File: src/hw/sbg_pkg.sv
package sbg_pkg;
    localparam int SBG_NINIT = 14;
    localparam int SBG_NTGT = 14;
    localparam int SBG_NRGN = 9;
    // ------------------------------------------------------------
    // Register map
    // ------------------------------------------------------------
    localparam logic [11:0] SBG_CFG_OFS = 12'h000;
    localparam logic [11:0] SBG_UNLOCK_OFS = 12'h004;
    localparam logic [11:0] SBG_GROUP_OFS = 12'h008;
    localparam logic [1:0] SBG_PERM_BASE = 2'h1;
    localparam int SBG_DMA_PRI_BIT = 25;
    localparam int SBG_CPU_PRI_BIT = 24;
    localparam int SBG_LOCK_BIT = 11;
    localparam logic [31:0] SBG_CFG_RESET = 32'h0000_0000;
    localparam logic [27:0] SBG_GROUP_RESET = 28'h000_0000;
    localparam logic [3:0] SBG_PERM_RESET = 4'h7;
    // Unlock keys, values arbitrary
    localparam logic [31:0] SBG_KEY1 = 32'h0000_C0DE;
    localparam logic [31:0] SBG_KEY2 = 32'h0000_F00D;
    // ------------------------------------------------------------
    // Initiators and targets
    // ------------------------------------------------------------
    localparam logic [13:0] SBG_HIGH_CAPABLE = 14'h102A;
    localparam int SBG_CPU_IDX = 1;
    localparam int SBG_DMA_IDX = 3;
    localparam logic [3:0] SBG_SRAM_TGT = 4'h1;
    // Read-only permission bits of target 0
    localparam logic [3:0] SBG_T0_RO_MASK = 4'h1;
    typedef enum logic [2:0] {
        SBG_UL_IDLE = 3'b001,
        SBG_UL_KEY1 = 3'b010,
        SBG_UL_OPEN = 3'b100
    } sbg_unlock_t;
endpackage : sbg_pkg

File: src/hw/sbg_guard.sv
// Added by the designer: the register offsets and the APB register port.
`timescale 1ns/100ps
module sbg_guard (
    // Clock and reset
    input wire logic CLK,
    input wire logic RST,
    // APB slave
    input wire logic PSEL,
    input wire logic PENABLE,
    input wire logic PWRITE,
    input wire logic [11:0] PADDR,
    input wire logic [31:0] PWDATA,
    output logic [31:0] PRDATA,
    output logic PREADY,
    output logic PSLVERR,
    // Initiator requests
    input wire logic [sbg_pkg::SBG_NINIT-1:0] REQ,
    input wire logic [sbg_pkg::SBG_NINIT-1:0] REQ_WR,
    input wire logic [4*sbg_pkg::SBG_NINIT-1:0] REQ_TGT,
    input wire logic [4*sbg_pkg::SBG_NINIT-1:0] REQ_RGN,
    input wire logic CPU_EXL,
    // Grant
    output logic [sbg_pkg::SBG_NINIT-1:0] GNT,
    output logic GNT_HIGH,
    output logic GNT_WR_BLOCK
);
    import sbg_pkg::*;

    // ------------------------------------------------------------
    // Register bus
    // ------------------------------------------------------------
    logic [31:0] cfg_q, cfg_d;
    logic [27:0] group_q, group_d;
    logic [3:0] perm_q [SBG_NTGT][SBG_NRGN];
    logic [3:0] perm_d [SBG_NTGT][SBG_NRGN];
    logic [31:0] prdata_q, prdata_d;
    logic pready_q, pready_d;
    logic pslverr_q, pslverr_d;
    sbg_unlock_t ul_q, ul_d;
    logic acc, wr_done;
    logic is_cfg, is_ul, is_grp, is_perm, mapped;
    logic [3:0] a_tgt, a_rgn;
    logic locked;

    assign acc = PSEL && PENABLE;
    assign wr_done = acc && pready_q && PWRITE;
    assign a_tgt = PADDR[9:6];
    assign a_rgn = PADDR[5:2];
    assign is_cfg = PADDR == SBG_CFG_OFS;
    assign is_ul = PADDR == SBG_UNLOCK_OFS;
    assign is_grp = PADDR == SBG_GROUP_OFS;
    assign is_perm = PADDR[11:10] == SBG_PERM_BASE && PADDR[1:0] == 2'h0
        && a_tgt < 4'(SBG_NTGT) && a_rgn < 4'(SBG_NRGN);
    assign mapped = is_cfg || is_ul || is_grp || is_perm;
    assign locked = cfg_q[SBG_LOCK_BIT];

    always_comb begin
        pready_d = acc && !pready_q;
        pslverr_d = acc && !pready_q && !mapped;
        prdata_d = prdata_q;
        if (acc && !pready_q && !PWRITE) begin
            prdata_d = 32'h0000_0000;
            if (is_cfg) begin
                prdata_d = cfg_q;
            end else if (is_grp) begin
                prdata_d = {4'h0, group_q};
            end else if (is_perm) begin
                prdata_d = {28'h000_0000, perm_q[a_tgt][a_rgn]};
            end
        end
    end

    // Unlock sequencer: two keys, then one lock-bit change
    always_comb begin
        ul_d = ul_q;
        if (wr_done) begin
            case (ul_q)
                SBG_UL_IDLE: begin
                    if (is_ul && PWDATA == SBG_KEY1) begin
                        ul_d = SBG_UL_KEY1;
                    end
                end
                SBG_UL_KEY1: begin
                    if (is_ul && PWDATA == SBG_KEY2) begin
                        ul_d = SBG_UL_OPEN;
                    end else begin
                        ul_d = SBG_UL_IDLE;
                    end
                end
                SBG_UL_OPEN: begin
                    // Any write closes the window again
                    ul_d = SBG_UL_IDLE;
                end
                default: begin
                    ul_d = SBG_UL_IDLE;
                end
            endcase
        end
    end

    always_comb begin
        cfg_d = cfg_q;
        group_d = group_q;
        perm_d = perm_q;
        if (wr_done && is_cfg) begin
            cfg_d = PWDATA;
            if (ul_q != SBG_UL_OPEN) begin
                cfg_d[SBG_LOCK_BIT] = locked;
            end
        end
        if (wr_done && is_grp && !locked) begin
            group_d = PWDATA[27:0];
        end
        if (wr_done && is_perm && !locked) begin
            perm_d[a_tgt][a_rgn] = PWDATA[3:0];
            if (a_tgt == 4'h0) begin
                perm_d[a_tgt][a_rgn] = (PWDATA[3:0] & ~SBG_T0_RO_MASK)
                    | (perm_q[a_tgt][a_rgn] & SBG_T0_RO_MASK);
            end
        end
    end

    always_ff @(posedge CLK or posedge RST) begin
        if (RST) begin
            cfg_q <= SBG_CFG_RESET;
            group_q <= SBG_GROUP_RESET;
            prdata_q <= 32'h0000_0000;
            pready_q <= 1'b0;
            pslverr_q <= 1'b0;
            ul_q <= SBG_UL_IDLE;
            for (int t = 0; t < SBG_NTGT; t++) begin
                for (int r = 0; r < SBG_NRGN; r++) begin
                    perm_q[t][r] <= SBG_PERM_RESET;
                end
            end
        end else begin
            cfg_q <= cfg_d;
            group_q <= group_d;
            prdata_q <= prdata_d;
            pready_q <= pready_d;
            pslverr_q <= pslverr_d;
            ul_q <= ul_d;
            perm_q <= perm_d;
        end
    end

    assign PRDATA = prdata_q;
    assign PREADY = pready_q;
    assign PSLVERR = pslverr_q;

    // ------------------------------------------------------------
    // Arbiter
    // ------------------------------------------------------------
    // older_q[i][j] set: i was served less recently than j
    logic [SBG_NINIT-1:0] older_q [SBG_NINIT];
    logic [SBG_NINIT-1:0] older_d [SBG_NINIT];
    logic [SBG_NINIT-1:0] high, cand, win;
    logic [SBG_NINIT-1:0] gnt_q, gnt_d;
    logic gnt_high_q, gnt_high_d;
    logic blk_q, blk_d;
    logic [3:0] w_tgt, w_rgn;
    logic [1:0] w_grp;

    always_comb begin
        high = '0;
        high[SBG_DMA_IDX] = cfg_q[SBG_DMA_PRI_BIT]
            && REQ_TGT[4*SBG_DMA_IDX +: 4] == SBG_SRAM_TGT;
        high[SBG_CPU_IDX] = cfg_q[SBG_CPU_PRI_BIT] && CPU_EXL
            && REQ_TGT[4*SBG_CPU_IDX +: 4] == SBG_SRAM_TGT;
        high = high & SBG_HIGH_CAPABLE & REQ;
        cand = (|high) ? high : REQ;
        win = '0;
        for (int i = 0; i < SBG_NINIT; i++) begin
            win[i] = cand[i];
            for (int j = 0; j < SBG_NINIT; j++) begin
                if (j != i && cand[j] && !older_q[i][j]) begin
                    win[i] = 1'b0;
                end
            end
        end
    end

    always_comb begin
        older_d = older_q;
        w_tgt = 4'h0;
        w_rgn = 4'h0;
        w_grp = 2'h0;
        for (int g = 0; g < SBG_NINIT; g++) begin
            if (win[g]) begin
                w_tgt = REQ_TGT[4*g +: 4];
                w_rgn = REQ_RGN[4*g +: 4];
                w_grp = group_q[2*g +: 2];
                for (int j = 0; j < SBG_NINIT; j++) begin
                    if (j != g) begin
                        older_d[g][j] = 1'b0;
                        older_d[j][g] = 1'b1;
                    end
                end
            end
        end
        gnt_d = win;
        gnt_high_d = |(win & high);
        // Out-of-range target or region is never writable
        blk_d = |(win & REQ_WR);
        if (w_tgt < 4'(SBG_NTGT) && w_rgn < 4'(SBG_NRGN)) begin
            blk_d = |(win & REQ_WR) && !perm_q[w_tgt][w_rgn][w_grp];
        end
    end

    always_ff @(posedge CLK or posedge RST) begin
        if (RST) begin
            gnt_q <= '0;
            gnt_high_q <= 1'b0;
            blk_q <= 1'b0;
            for (int i = 0; i < SBG_NINIT; i++) begin
                for (int j = 0; j < SBG_NINIT; j++) begin
                    older_q[i][j] <= i < j;
                end
            end
        end else begin
            gnt_q <= gnt_d;
            gnt_high_q <= gnt_high_d;
            blk_q <= blk_d;
            older_q <= older_d;
        end
    end

    assign GNT = gnt_q;
    assign GNT_HIGH = gnt_high_q;
    assign GNT_WR_BLOCK = blk_q;

    // ------------------------------------------------------------
    // Checks
    // ------------------------------------------------------------
    chk_grant_onehot: assert property (@(posedge CLK) disable iff (RST)
        $onehot0(GNT) && (GNT == '0 || |(GNT & $past(REQ))))
        else $error("grant not one-hot or not requested");
    chk_lrs_order: assert property (@(posedge CLK) disable iff (RST)
        GNT[0] && REQ[0] && REQ[2] && high == '0 |=> !GNT[0])
        else $error("served initiator won again over waiting one");
    chk_high_wins: assert property (@(posedge CLK) disable iff (RST)
        |high |=> |(GNT & $past(high)) && GNT_HIGH)
        else $error("high priority request lost");
    chk_high_capable: assert property (@(posedge CLK) disable iff (RST)
        (high & ~SBG_HIGH_CAPABLE) == '0)
        else $error("incapable initiator in high priority");
    chk_cpu_exl: assert property (@(posedge CLK) disable iff (RST)
        !CPU_EXL |-> !high[SBG_CPU_IDX])
        else $error("cpu high priority outside exception");
    chk_dma_bit: assert property (@(posedge CLK) disable iff (RST)
        high[SBG_DMA_IDX] |-> cfg_q[SBG_DMA_PRI_BIT]
        && REQ_TGT[4*SBG_DMA_IDX +: 4] == SBG_SRAM_TGT)
        else $error("dma high priority without select");
    chk_lock_holds: assert property (@(posedge CLK) disable iff (RST)
        ul_q != SBG_UL_OPEN |=> cfg_q[SBG_LOCK_BIT]
        == $past(cfg_q[SBG_LOCK_BIT]))
        else $error("lock bit changed without unlock");
    chk_locked_grp: assert property (@(posedge CLK) disable iff (RST)
        locked |=> group_q == $past(group_q))
        else $error("group register written while locked");
    chk_perm_write: assert property (@(posedge CLK) disable iff (RST)
        wr_done && is_perm && !locked && a_tgt != 4'h0
        |=> perm_q[$past(a_tgt)][$past(a_rgn)] == $past(PWDATA[3:0]))
        else $error("permission write lost");
    chk_ro_bits: assert property (@(posedge CLK) disable iff (RST)
        wr_done && is_perm && a_tgt == 4'h0 |=> (perm_q[0][$past(a_rgn)]
        & SBG_T0_RO_MASK) == ($past(perm_q[0][a_rgn]) & SBG_T0_RO_MASK))
        else $error("read-only permission bit changed");
    chk_read_zero: assert property (@(posedge CLK) disable iff (RST)
        pready_d && !PWRITE && is_perm |=> PRDATA[31:4] == 28'h000_0000)
        else $error("unimplemented bits read nonzero");
    chk_block: assert property (@(posedge CLK) disable iff (RST)
        |(win & REQ_WR) && w_tgt < 4'(SBG_NTGT) && w_rgn < 4'(SBG_NRGN)
        && !perm_q[w_tgt][w_rgn][w_grp] |=> GNT_WR_BLOCK)
        else $error("unpermitted write not blocked");

    // ------------------------------------------------------------
    // Arbiter checks
    // ------------------------------------------------------------
    // The winner vector must never name two initiators at once
    chk_win_onehot: assert property (@(posedge CLK) disable iff (RST)
        $onehot0(win))
        else $error("more than one arbitration winner");
    chk_idle_no_gnt: assert property (@(posedge CLK) disable iff (RST)
        REQ == '0 |=> GNT == '0)
        else $error("grant issued without any request");
    chk_high_only: assert property (@(posedge CLK) disable iff (RST)
        |high |=> (GNT & ~$past(high)) == '0)
        else $error("low priority won over high priority");
    chk_high_flag_src: assert property (@(posedge CLK) disable iff (RST)
        GNT_HIGH |-> |(GNT & SBG_HIGH_CAPABLE))
        else $error("high flag on incapable initiator");
    chk_dma_low: assert property (@(posedge CLK) disable iff (RST)
        !cfg_q[SBG_DMA_PRI_BIT] |-> !high[SBG_DMA_IDX])
        else $error("dma high priority while deselected");
    chk_cpu_bit: assert property (@(posedge CLK) disable iff (RST)
        high[SBG_CPU_IDX] |-> cfg_q[SBG_CPU_PRI_BIT]
        && REQ_TGT[4*SBG_CPU_IDX +: 4] == SBG_SRAM_TGT)
        else $error("cpu high priority without select");
    // Reads never raise the block flag
    chk_read_free: assert property (@(posedge CLK) disable iff (RST)
        !(|(win & REQ_WR)) |=> !GNT_WR_BLOCK)
        else $error("block flag without a granted write");
    chk_block_free: assert property (@(posedge CLK) disable iff (RST)
        |(win & REQ_WR) && w_tgt < 4'(SBG_NTGT) && w_rgn < 4'(SBG_NRGN)
        && perm_q[w_tgt][w_rgn][w_grp] |=> !GNT_WR_BLOCK)
        else $error("permitted write was blocked");

    // ------------------------------------------------------------
    // Register checks
    // ------------------------------------------------------------
    // PREADY is a single-cycle answer, never a level
    chk_ready_pulse: assert property (@(posedge CLK) disable iff (RST)
        PREADY |=> !PREADY)
        else $error("ready held for more than one cycle");
    chk_locked_perm: assert property (@(posedge CLK) disable iff (RST)
        wr_done && is_perm && locked
        |=> perm_q[$past(a_tgt)][$past(a_rgn)]
        == $past(perm_q[a_tgt][a_rgn]))
        else $error("permission written while locked");
    chk_grp_write: assert property (@(posedge CLK) disable iff (RST)
        wr_done && is_grp && !locked |=> group_q == $past(PWDATA[27:0]))
        else $error("group assignment write lost");
    chk_lock_opens: assert property (@(posedge CLK) disable iff (RST)
        wr_done && is_cfg && ul_q == SBG_UL_OPEN
        |=> cfg_q[SBG_LOCK_BIT] == $past(PWDATA[SBG_LOCK_BIT]))
        else $error("lock bit not taken in unlock window");
    chk_perm_read: assert property (@(posedge CLK) disable iff (RST)
        pready_d && !PWRITE && is_perm
        |=> PRDATA[3:0] == $past(perm_q[a_tgt][a_rgn]))
        else $error("permission read returned wrong value");
    chk_err_unmapped: assert property (@(posedge CLK) disable iff (RST)
        acc && !pready_q && !mapped |=> PSLVERR && PREADY)
        else $error("unmapped access without error");
endmodule : sbg_guard

File: config.mk
export PLATFORM = sky130hd
export DESIGN_NAME = sbg_guard
export DESIGN_NICKNAME = d
export VERILOG_FILES = /design/src/hw/sbg_pkg.sv /design/src/hw/sbg_guard.sv
export SDC_FILE = /design/constraint.sdc
export NUM_CORES = 2
export LEC_CHECK = 0
export ABC_AREA = 1
export ABC_CLOCK_PERIOD_IN_PS = 32100
export BUFFER_PORTS_ARGS = -buffer_cell sky130_fd_sc_hd__clkbuf_2
export CAP_MARGIN = 20
export CORE_UTILIZATION = 60
export DETAILED_ROUTE_END_ITERATION = 8
export PLACE_DENSITY_LB_ADDON = 0.12
export SLEW_MARGIN = 20
export SYNTH_ARGS = -nofsm -noshare
export SYNTH_HDL_FRONTEND = slang
export SYNTH_SLANG_ARGS = --single-unit
File: constraint.sdc
create_clock -name CLK -period 32.1 [get_ports CLK]
set_input_delay 1.605 -clock CLK [delete_from_list [all_inputs] [get_ports CLK]]
set_output_delay 1.605 -clock CLK [all_outputs]
set_load 0.005 [all_outputs]
# ---- Word level (Yosys, flattened, before mapping)
# Index checks and enable logic that the tools add are counted.
dict set report totals {
  mem_bits_ro 0
  latchBits 0
  ram_bits 0
  regBits 799
  mem_count 0
  output_inout_bits 50
  input_bits 190
  word_cells 1226
}
dict set report op_classes {
  n_mux 383
  bitwise 9
  reduce_logical 494
  shift 0
  n_addsub 0
  n_eq_ne 11
  magnitude_cmp 11
  mul 0
  div 0
}
# cell count
set op_table {}
lappend op_table {{bitwise mux 504 bit} 2}
lappend op_table {{2-to-1 mux 504 bit} 1}
lappend op_table {{2-to-1 mux 1 bit} 290}
lappend op_table {{binary-select mux 36 bit (select 4 bit)} 2}
lappend op_table {{logical AND 1 bit} 205}
lappend op_table {{zero test 1 bit} 187}
lappend op_table {{nonzero test 2 bit} 91}
lappend op_table {{2-to-1 mux 36 bit} 5}
lappend op_table {{demux 36 bit (select 4 bit)} 1}
lappend op_table {{2-to-1 mux 4 bit} 36}
lappend op_table {{equality test 32 x 16 -> 1 bit (second input constant)} 2}
lappend op_table {{2-to-1 mux 32 bit} 2}
lappend op_table {{OR reduction 14 bit} 3}
lappend op_table {{binary-select mux 4 bit (select 4 bit)} 2}
lappend op_table {{2-to-1 mux 2 bit} 16}
lappend op_table {{AND 14 bit} 2}
lappend op_table {{2-to-1 mux 13 bit} 2}
lappend op_table {{2-to-1 mux 12 bit} 2}
lappend op_table {{2-to-1 mux 11 bit} 2}
lappend op_table {{greater-or-equal comparator 5 bit (second input constant)} 4}
lappend op_table {{2-to-1 mux 10 bit} 2}
lappend op_table {{NOT 4 -> 5 bit} 4}
lappend op_table {{2-to-1 mux 9 bit} 2}
lappend op_table {{demux 4 bit (select 4 bit)} 1}
lappend op_table {{other kinds (27)} 42}

# ---- Logic depth before layout (Yosys ltp)
dict set report depth {
  ltp_word 45
  mapped_depth 45
  depth_no_buf 43
}

# ---- Worst setup path before layout
# No wires, ideal clock.
dict set report synth_path {
  kind {input to register}
  startpoint {input REQ_TGT[15] (netlist bit)}
  endpoint {register blk_q, in the netlist GNT_WR_BLOCK}
  arrival_time_ns 4.772
  required_time_ns 31.965
  setup_time_ns 0.135
  n_path_buf 5
  slack_ns 27.193
  stages 39
  path_cell_list {nor2_1 -> nand3_4 -> buf_4 -> buf_6 -> nand4_1 -> nand2_1 -> nor2_1 -> nand3_1 -> nor2_4 -> nand3_1 -> nand2_1 -> nand2_1 -> nand2_1 -> nand2_1 -> nand3_1 -> nand3_1 -> nand3_1 -> nand3_1 -> [... 3 more ...] -> nand2_1 -> nand2_1 -> nand2_2 -> buf_6 -> buf_6 -> buf_6 -> a21oi_1 -> o21ai_1 -> nand3_1 -> nand3_1 -> nand3_1 -> nand3_1 -> nand2_1 -> nand3_1 -> nand2_1 -> nand3_1 -> nand2_1 -> nor2_2}
}
dict set report synth_between {
  elab_chain_len 45
  elab_cells_between_ends 429
  cone_classes {order compare (2); eq/ne (1); mux (234); bitwise (4); reduce/logical (188)}
}
# item line
set synth_lines {}
lappend synth_lines {{start, declared} sbg_guard.sv:19} ;# input wire logic [4*sbg_pkg::SBG_NINIT-1:0] REQ_TGT,
lappend synth_lines {{equality test 4 x 1 -> 1 bit} sbg_guard.sv:167} ;# && REQ_TGT[4*SBG_DMA_IDX +: 4] == SBG_SRAM_TGT;
lappend synth_lines {{logical AND 1 bit} sbg_guard.sv:167}
lappend synth_lines {{AND 4 x 14 -> 14 bit} sbg_guard.sv:170} ;# high = high & SBG_HIGH_CAPABLE & REQ;
lappend synth_lines {{OR reduction 14 bit} sbg_guard.sv:171} ;# cand = (|high) ? high : REQ;
lappend synth_lines {{2-to-1 mux 14 bit} sbg_guard.sv:171}
lappend synth_lines {{logical AND 1 bit} sbg_guard.sv:176} ;# if (j != i && cand[j] && !older_q[i][j]) begin
lappend synth_lines {{2-to-1 mux 1 bit (13 in series)} sbg_guard.sv:176}
lappend synth_lines {{2-to-1 mux 4 bit (14 in series)} sbg_guard.sv:189} ;# if (win[g]) begin
lappend synth_lines {{[... 4 more ...]} --}
lappend synth_lines {{binary-select mux 4 bit (select 4 bit)} sbg_guard.sv:206} ;# blk_d = |(win & REQ_WR) && !perm_q[w_tgt][w_rgn][w_grp];
lappend synth_lines {{2-to-1 mux 4 bit (not written as such) (2 in series)} sbg_guard.sv:206}
lappend synth_lines {{binary-select mux 1 bit (select 2 bit)} sbg_guard.sv:206}
lappend synth_lines {{2-to-1 mux 1 bit (not written as such)} sbg_guard.sv:206}
lappend synth_lines {{zero test 1 bit} sbg_guard.sv:206}
lappend synth_lines {{logical AND 1 bit} sbg_guard.sv:206}
lappend synth_lines {{2-to-1 mux 1 bit (*)} sbg_guard.sv:205} ;# if (w_tgt < 4'(SBG_NTGT) && w_rgn < 4'(SBG_NRGN)) begin
lappend synth_lines {{net blk_d} sbg_guard.sv:160} ;# logic blk_q, blk_d;
lappend synth_lines {{end signal, assigned} sbg_guard.sv:223} ;# blk_q <= blk_d;
lappend synth_lines {{end, declared} sbg_guard.sv:160}
# Mark *: on every way through the listed nets, which the timed path passes. The rest lies on a longest branch. The select of a mux whose other input is x is not followed.
# A chain may end at the register's enable or synchronous reset.

# ---- Final worst setup path
dict set report layout_path {
  startpoint {input REQ[1] (netlist bit)}
  endpoint {register blk_q, in the netlist GNT_WR_BLOCK}
}
dict set report layout_between {
  elab_chain_len 43
  elab_cells_between_ends 427
  cone_classes {order compare (2); mux (234); bitwise (4); reduce/logical (187)}
}
# item line
set layout_lines {}
lappend layout_lines {{start, declared} sbg_guard.sv:17} ;# input wire logic [sbg_pkg::SBG_NINIT-1:0] REQ,
lappend layout_lines {{AND 4 x 14 -> 14 bit} sbg_guard.sv:170}
lappend layout_lines {{OR reduction 14 bit} sbg_guard.sv:171}
lappend layout_lines {{2-to-1 mux 14 bit (*)} sbg_guard.sv:171}
lappend layout_lines {{logical AND 1 bit} sbg_guard.sv:176}
lappend layout_lines {{2-to-1 mux 1 bit (13 in series)} sbg_guard.sv:176}
lappend layout_lines {{2-to-1 mux 4 bit (14 in series)} sbg_guard.sv:189}
lappend layout_lines {{NOT 4 -> 5 bit (not written as such)} sbg_guard.sv:206}
lappend layout_lines {{binary-select mux 36 bit (select 4 bit)} sbg_guard.sv:206}
lappend layout_lines {{2-to-1 mux 36 bit (not written as such) (2 in series)} sbg_guard.sv:206}
lappend layout_lines {{binary-select mux 4 bit (select 4 bit)} sbg_guard.sv:206}
lappend layout_lines {{2-to-1 mux 4 bit (not written as such) (2 in series)} sbg_guard.sv:206}
lappend layout_lines {{binary-select mux 1 bit (select 2 bit)} sbg_guard.sv:206}
lappend layout_lines {{2-to-1 mux 1 bit (not written as such)} sbg_guard.sv:206}
lappend layout_lines {{zero test 1 bit} sbg_guard.sv:206}
lappend layout_lines {{logical AND 1 bit} sbg_guard.sv:206}
lappend layout_lines {{2-to-1 mux 1 bit (*)} sbg_guard.sv:205}
lappend layout_lines {{net blk_d} sbg_guard.sv:160}
# Marks and branches as above.

==> results.toml <==
[min_path]
min_delay_path_depth = 0
hold_path_class = "reg2reg"

[clock_network]
clkTransAtPathRegs_ps = 70
htreeDepth = 3
clk_latency_ps = 650
cts_buffers = 85
clock-sinks = 799
cts_tree = "yes"
clk_path_buf_depth = 3
cts_hold_buffers = 0
ctsResizeCount = 0
postCtsSetupRepairBufs = 0
cts_root_buffer = "clkbuf_16"

[timing]
tightest_slew_ps = 1123
fin_crit_sh = 0.2690
skew_ps = 34.64
min_period_ps = 8634
fin_ws_ps = 23470
slew_headroom = 0.2511
final-setup-viol-count = 0
grt_setup_unrepaired = "false"
slew_viol_final = 0
tns_ps = 0
finalHoldViolations = 0
fmax_mhz = 115.8

[route]
drt_pass1_iterations = 7
wl_mm = 160.3
remaining_drc_errors = 0
vias_per_cell = 6.354
antenna_left = 0
vias = 42200
wl_per_cell_um = 24.14
dr.first_iter.drc_count = 5856

[worst_setup_path]
cp-start-kind = "primary input"
worst_r2r_path_depth = 35
max_stage_delay_ps = 760
end_kind = "flop"
worst_r2r_endpoint = "GNT_WR_BLOCK"
cp-startpoint = "REQ[1]"
r2r_start = "cfg_q[24]"
cp_slowest_cell = "buf_6"
path_max_fanout = 118
cp-endpoint = "GNT_WR_BLOCK"
critical_path.most_common_cell = "nand2_1"
r2r_slack_ps = 24190
critical_path_required_ps = 32650
path_class = "in2reg"
crit_arrival_ps = 9180

[die]
design.core.area_mm2 = 0.07015
start_util = 0.6065
core.rowCount = 97
boundaryPins = 240
die_h_um = 268.3
dieArea_mm2 = 0.07198
die_x_um = 268.3

[layout]
multiInputGateArea_mm2 = 0.01845
nets = 5816
instances_no_fill = 6641
fill_cells = 6129
final_common_cell = "nand2_1"
syn2layout_area_growth_pct = 10.58
regArea_mm2 = 0.02058
final_cell_mix = "1,547 x nand2_1, 800 x o21ai_0, 524 x inv_1"
drive_gt1_frac = 0.1813

[place]
placedCellCount = 6479
dp_hpwl_mm = 100.1
dpl_worst_slack_ps = 22970
io_buffers = 239
routabilityCongestion = 0.9997

[synthesis]
synthDistinctLibCells = 53
yosysWarnings = 0
postSynthCellCount = 5561
syn_area_mm2 = 0.04255
synth_edf_count = 0
ys_top_cells_by_area = "dfstp_2 29%, dfrtp_1 19%, nand2_1 14%"
synth_top_area_share = 0.2903
synth_flop_cell = "dfstp_2"
synth_seq_cells = 799
synth_nets = 5751
yosysTopAreaCell = "dfstp_2"
yosysSeqAreaShare = 0.4838
syn-mean-instance-area_um2 = 7.651
ys_async_sr_fraction = 1.000

[power]
irDropWorstVdd_v = 0.00004424
p_leak_nw = 20.03
p_per_area_mw_per_mm2 = 63.23
total_power_mw = 2.975

[global_route]
grt_start_max_net_pins = 184
grt_pass1_vias = 39840
overflow = 0
grt_pass1_wl_mm = 240.4
track_usage = 0.4446
antenna_found_initial = 6

[run]
max_cap_viol_count = 0

[run_status]
outcome = "finished clean"
==> worst min-delay path by stage <==
stage	startpoint	to	slack, ps
after CTS	perm_q[472]	perm_q[472]	370
after global routing	perm_q[488]	perm_q[488]	370
after detailed placement	perm_q[476]	perm_q[476]	360
after floorplan	perm_q[472]	perm_q[472]	430
final	perm_q[500]	perm_q[500]	370
after global placement	perm_q[472]	perm_q[472]	360
==> through the flow <==
step	instance area (µm²)	util	hold slack [ps]
final	47050	0.6707	365.3
after detailed placement	44190	0.6299	357.9
after global routing	47050	0.6707	371.5
after floorplan	42550	-	428.5
after CTS	47040	0.6705	366.5
after global placement	44180	0.6298	358.2
==> Yosys cell counts, types with 19 or more instances <==
cell type	n
buf_6	19
nor2_1	334
inv_1	530
o221ai_1	38
buf_1	37
nand3_1	471
clkbuf_1	216
a221oi_1	46
a22oi_1	55
buf_2	64
nand3b_1	37
nand4_1	54
a21oi_1	120
o211ai_1	81
o21ai_1	25
o21ai_0	800
dfstp_2	470
o22ai_1	115
dfrtp_1	329
nand2_1	1551
==> power by group <==
part           internal (mW)  leakage (nW)  switching, mW
sequential              1.15          9.19         0.0510
combinational          0.205          9.45          0.558
clock                  0.578          1.40          0.432
==> final cells by class <==
| class | count | area share |
|---|---|---|
| Inverter | 553 | 0.04457 |
| Clock inverter | 43 | 0.008590 |
| Tap cell | 940 | 0.02500 |
| Clock buffer | 116 | 0.05199 |
| Multi-Input combinational cell | 3858 | 0.3921 |
| Sequential cell | 799 | 0.4375 |
| Timing Repair Buffer | 329 | 0.04013 |
| Antenna cell | 3 | 0.0001596 |
==> per-layer routing <==
layer	share of wire	GRT usage	vias to the layer above
met5	0.00019	0.002027	-
met4	0.074	0.3084	6
met3	0.12	0.1187	713
met2	0.43	0.6632	2973
met1	0.37	0.5648	19830
li1	-	-	18670
==> critical path, delay by kind of cell <==
kind            cells  cell delay [ps]
simple gates       24             3810
buf+inv             7             2960
compound gates      5              590
==> cells by family after synthesis <==
kind of cell | Yosys count | share of synthesized area
AND/OR/NAND/NOR | 2516 | 0.2483
multiplexers | 7 | 0.001764
AO/OA/AOI/OAI | 1335 | 0.1797
buffers and inverters | 904 | 0.08643
flip-flops | 799 | 0.4838
No activity file was read; power rests on OpenSTA's default activity.
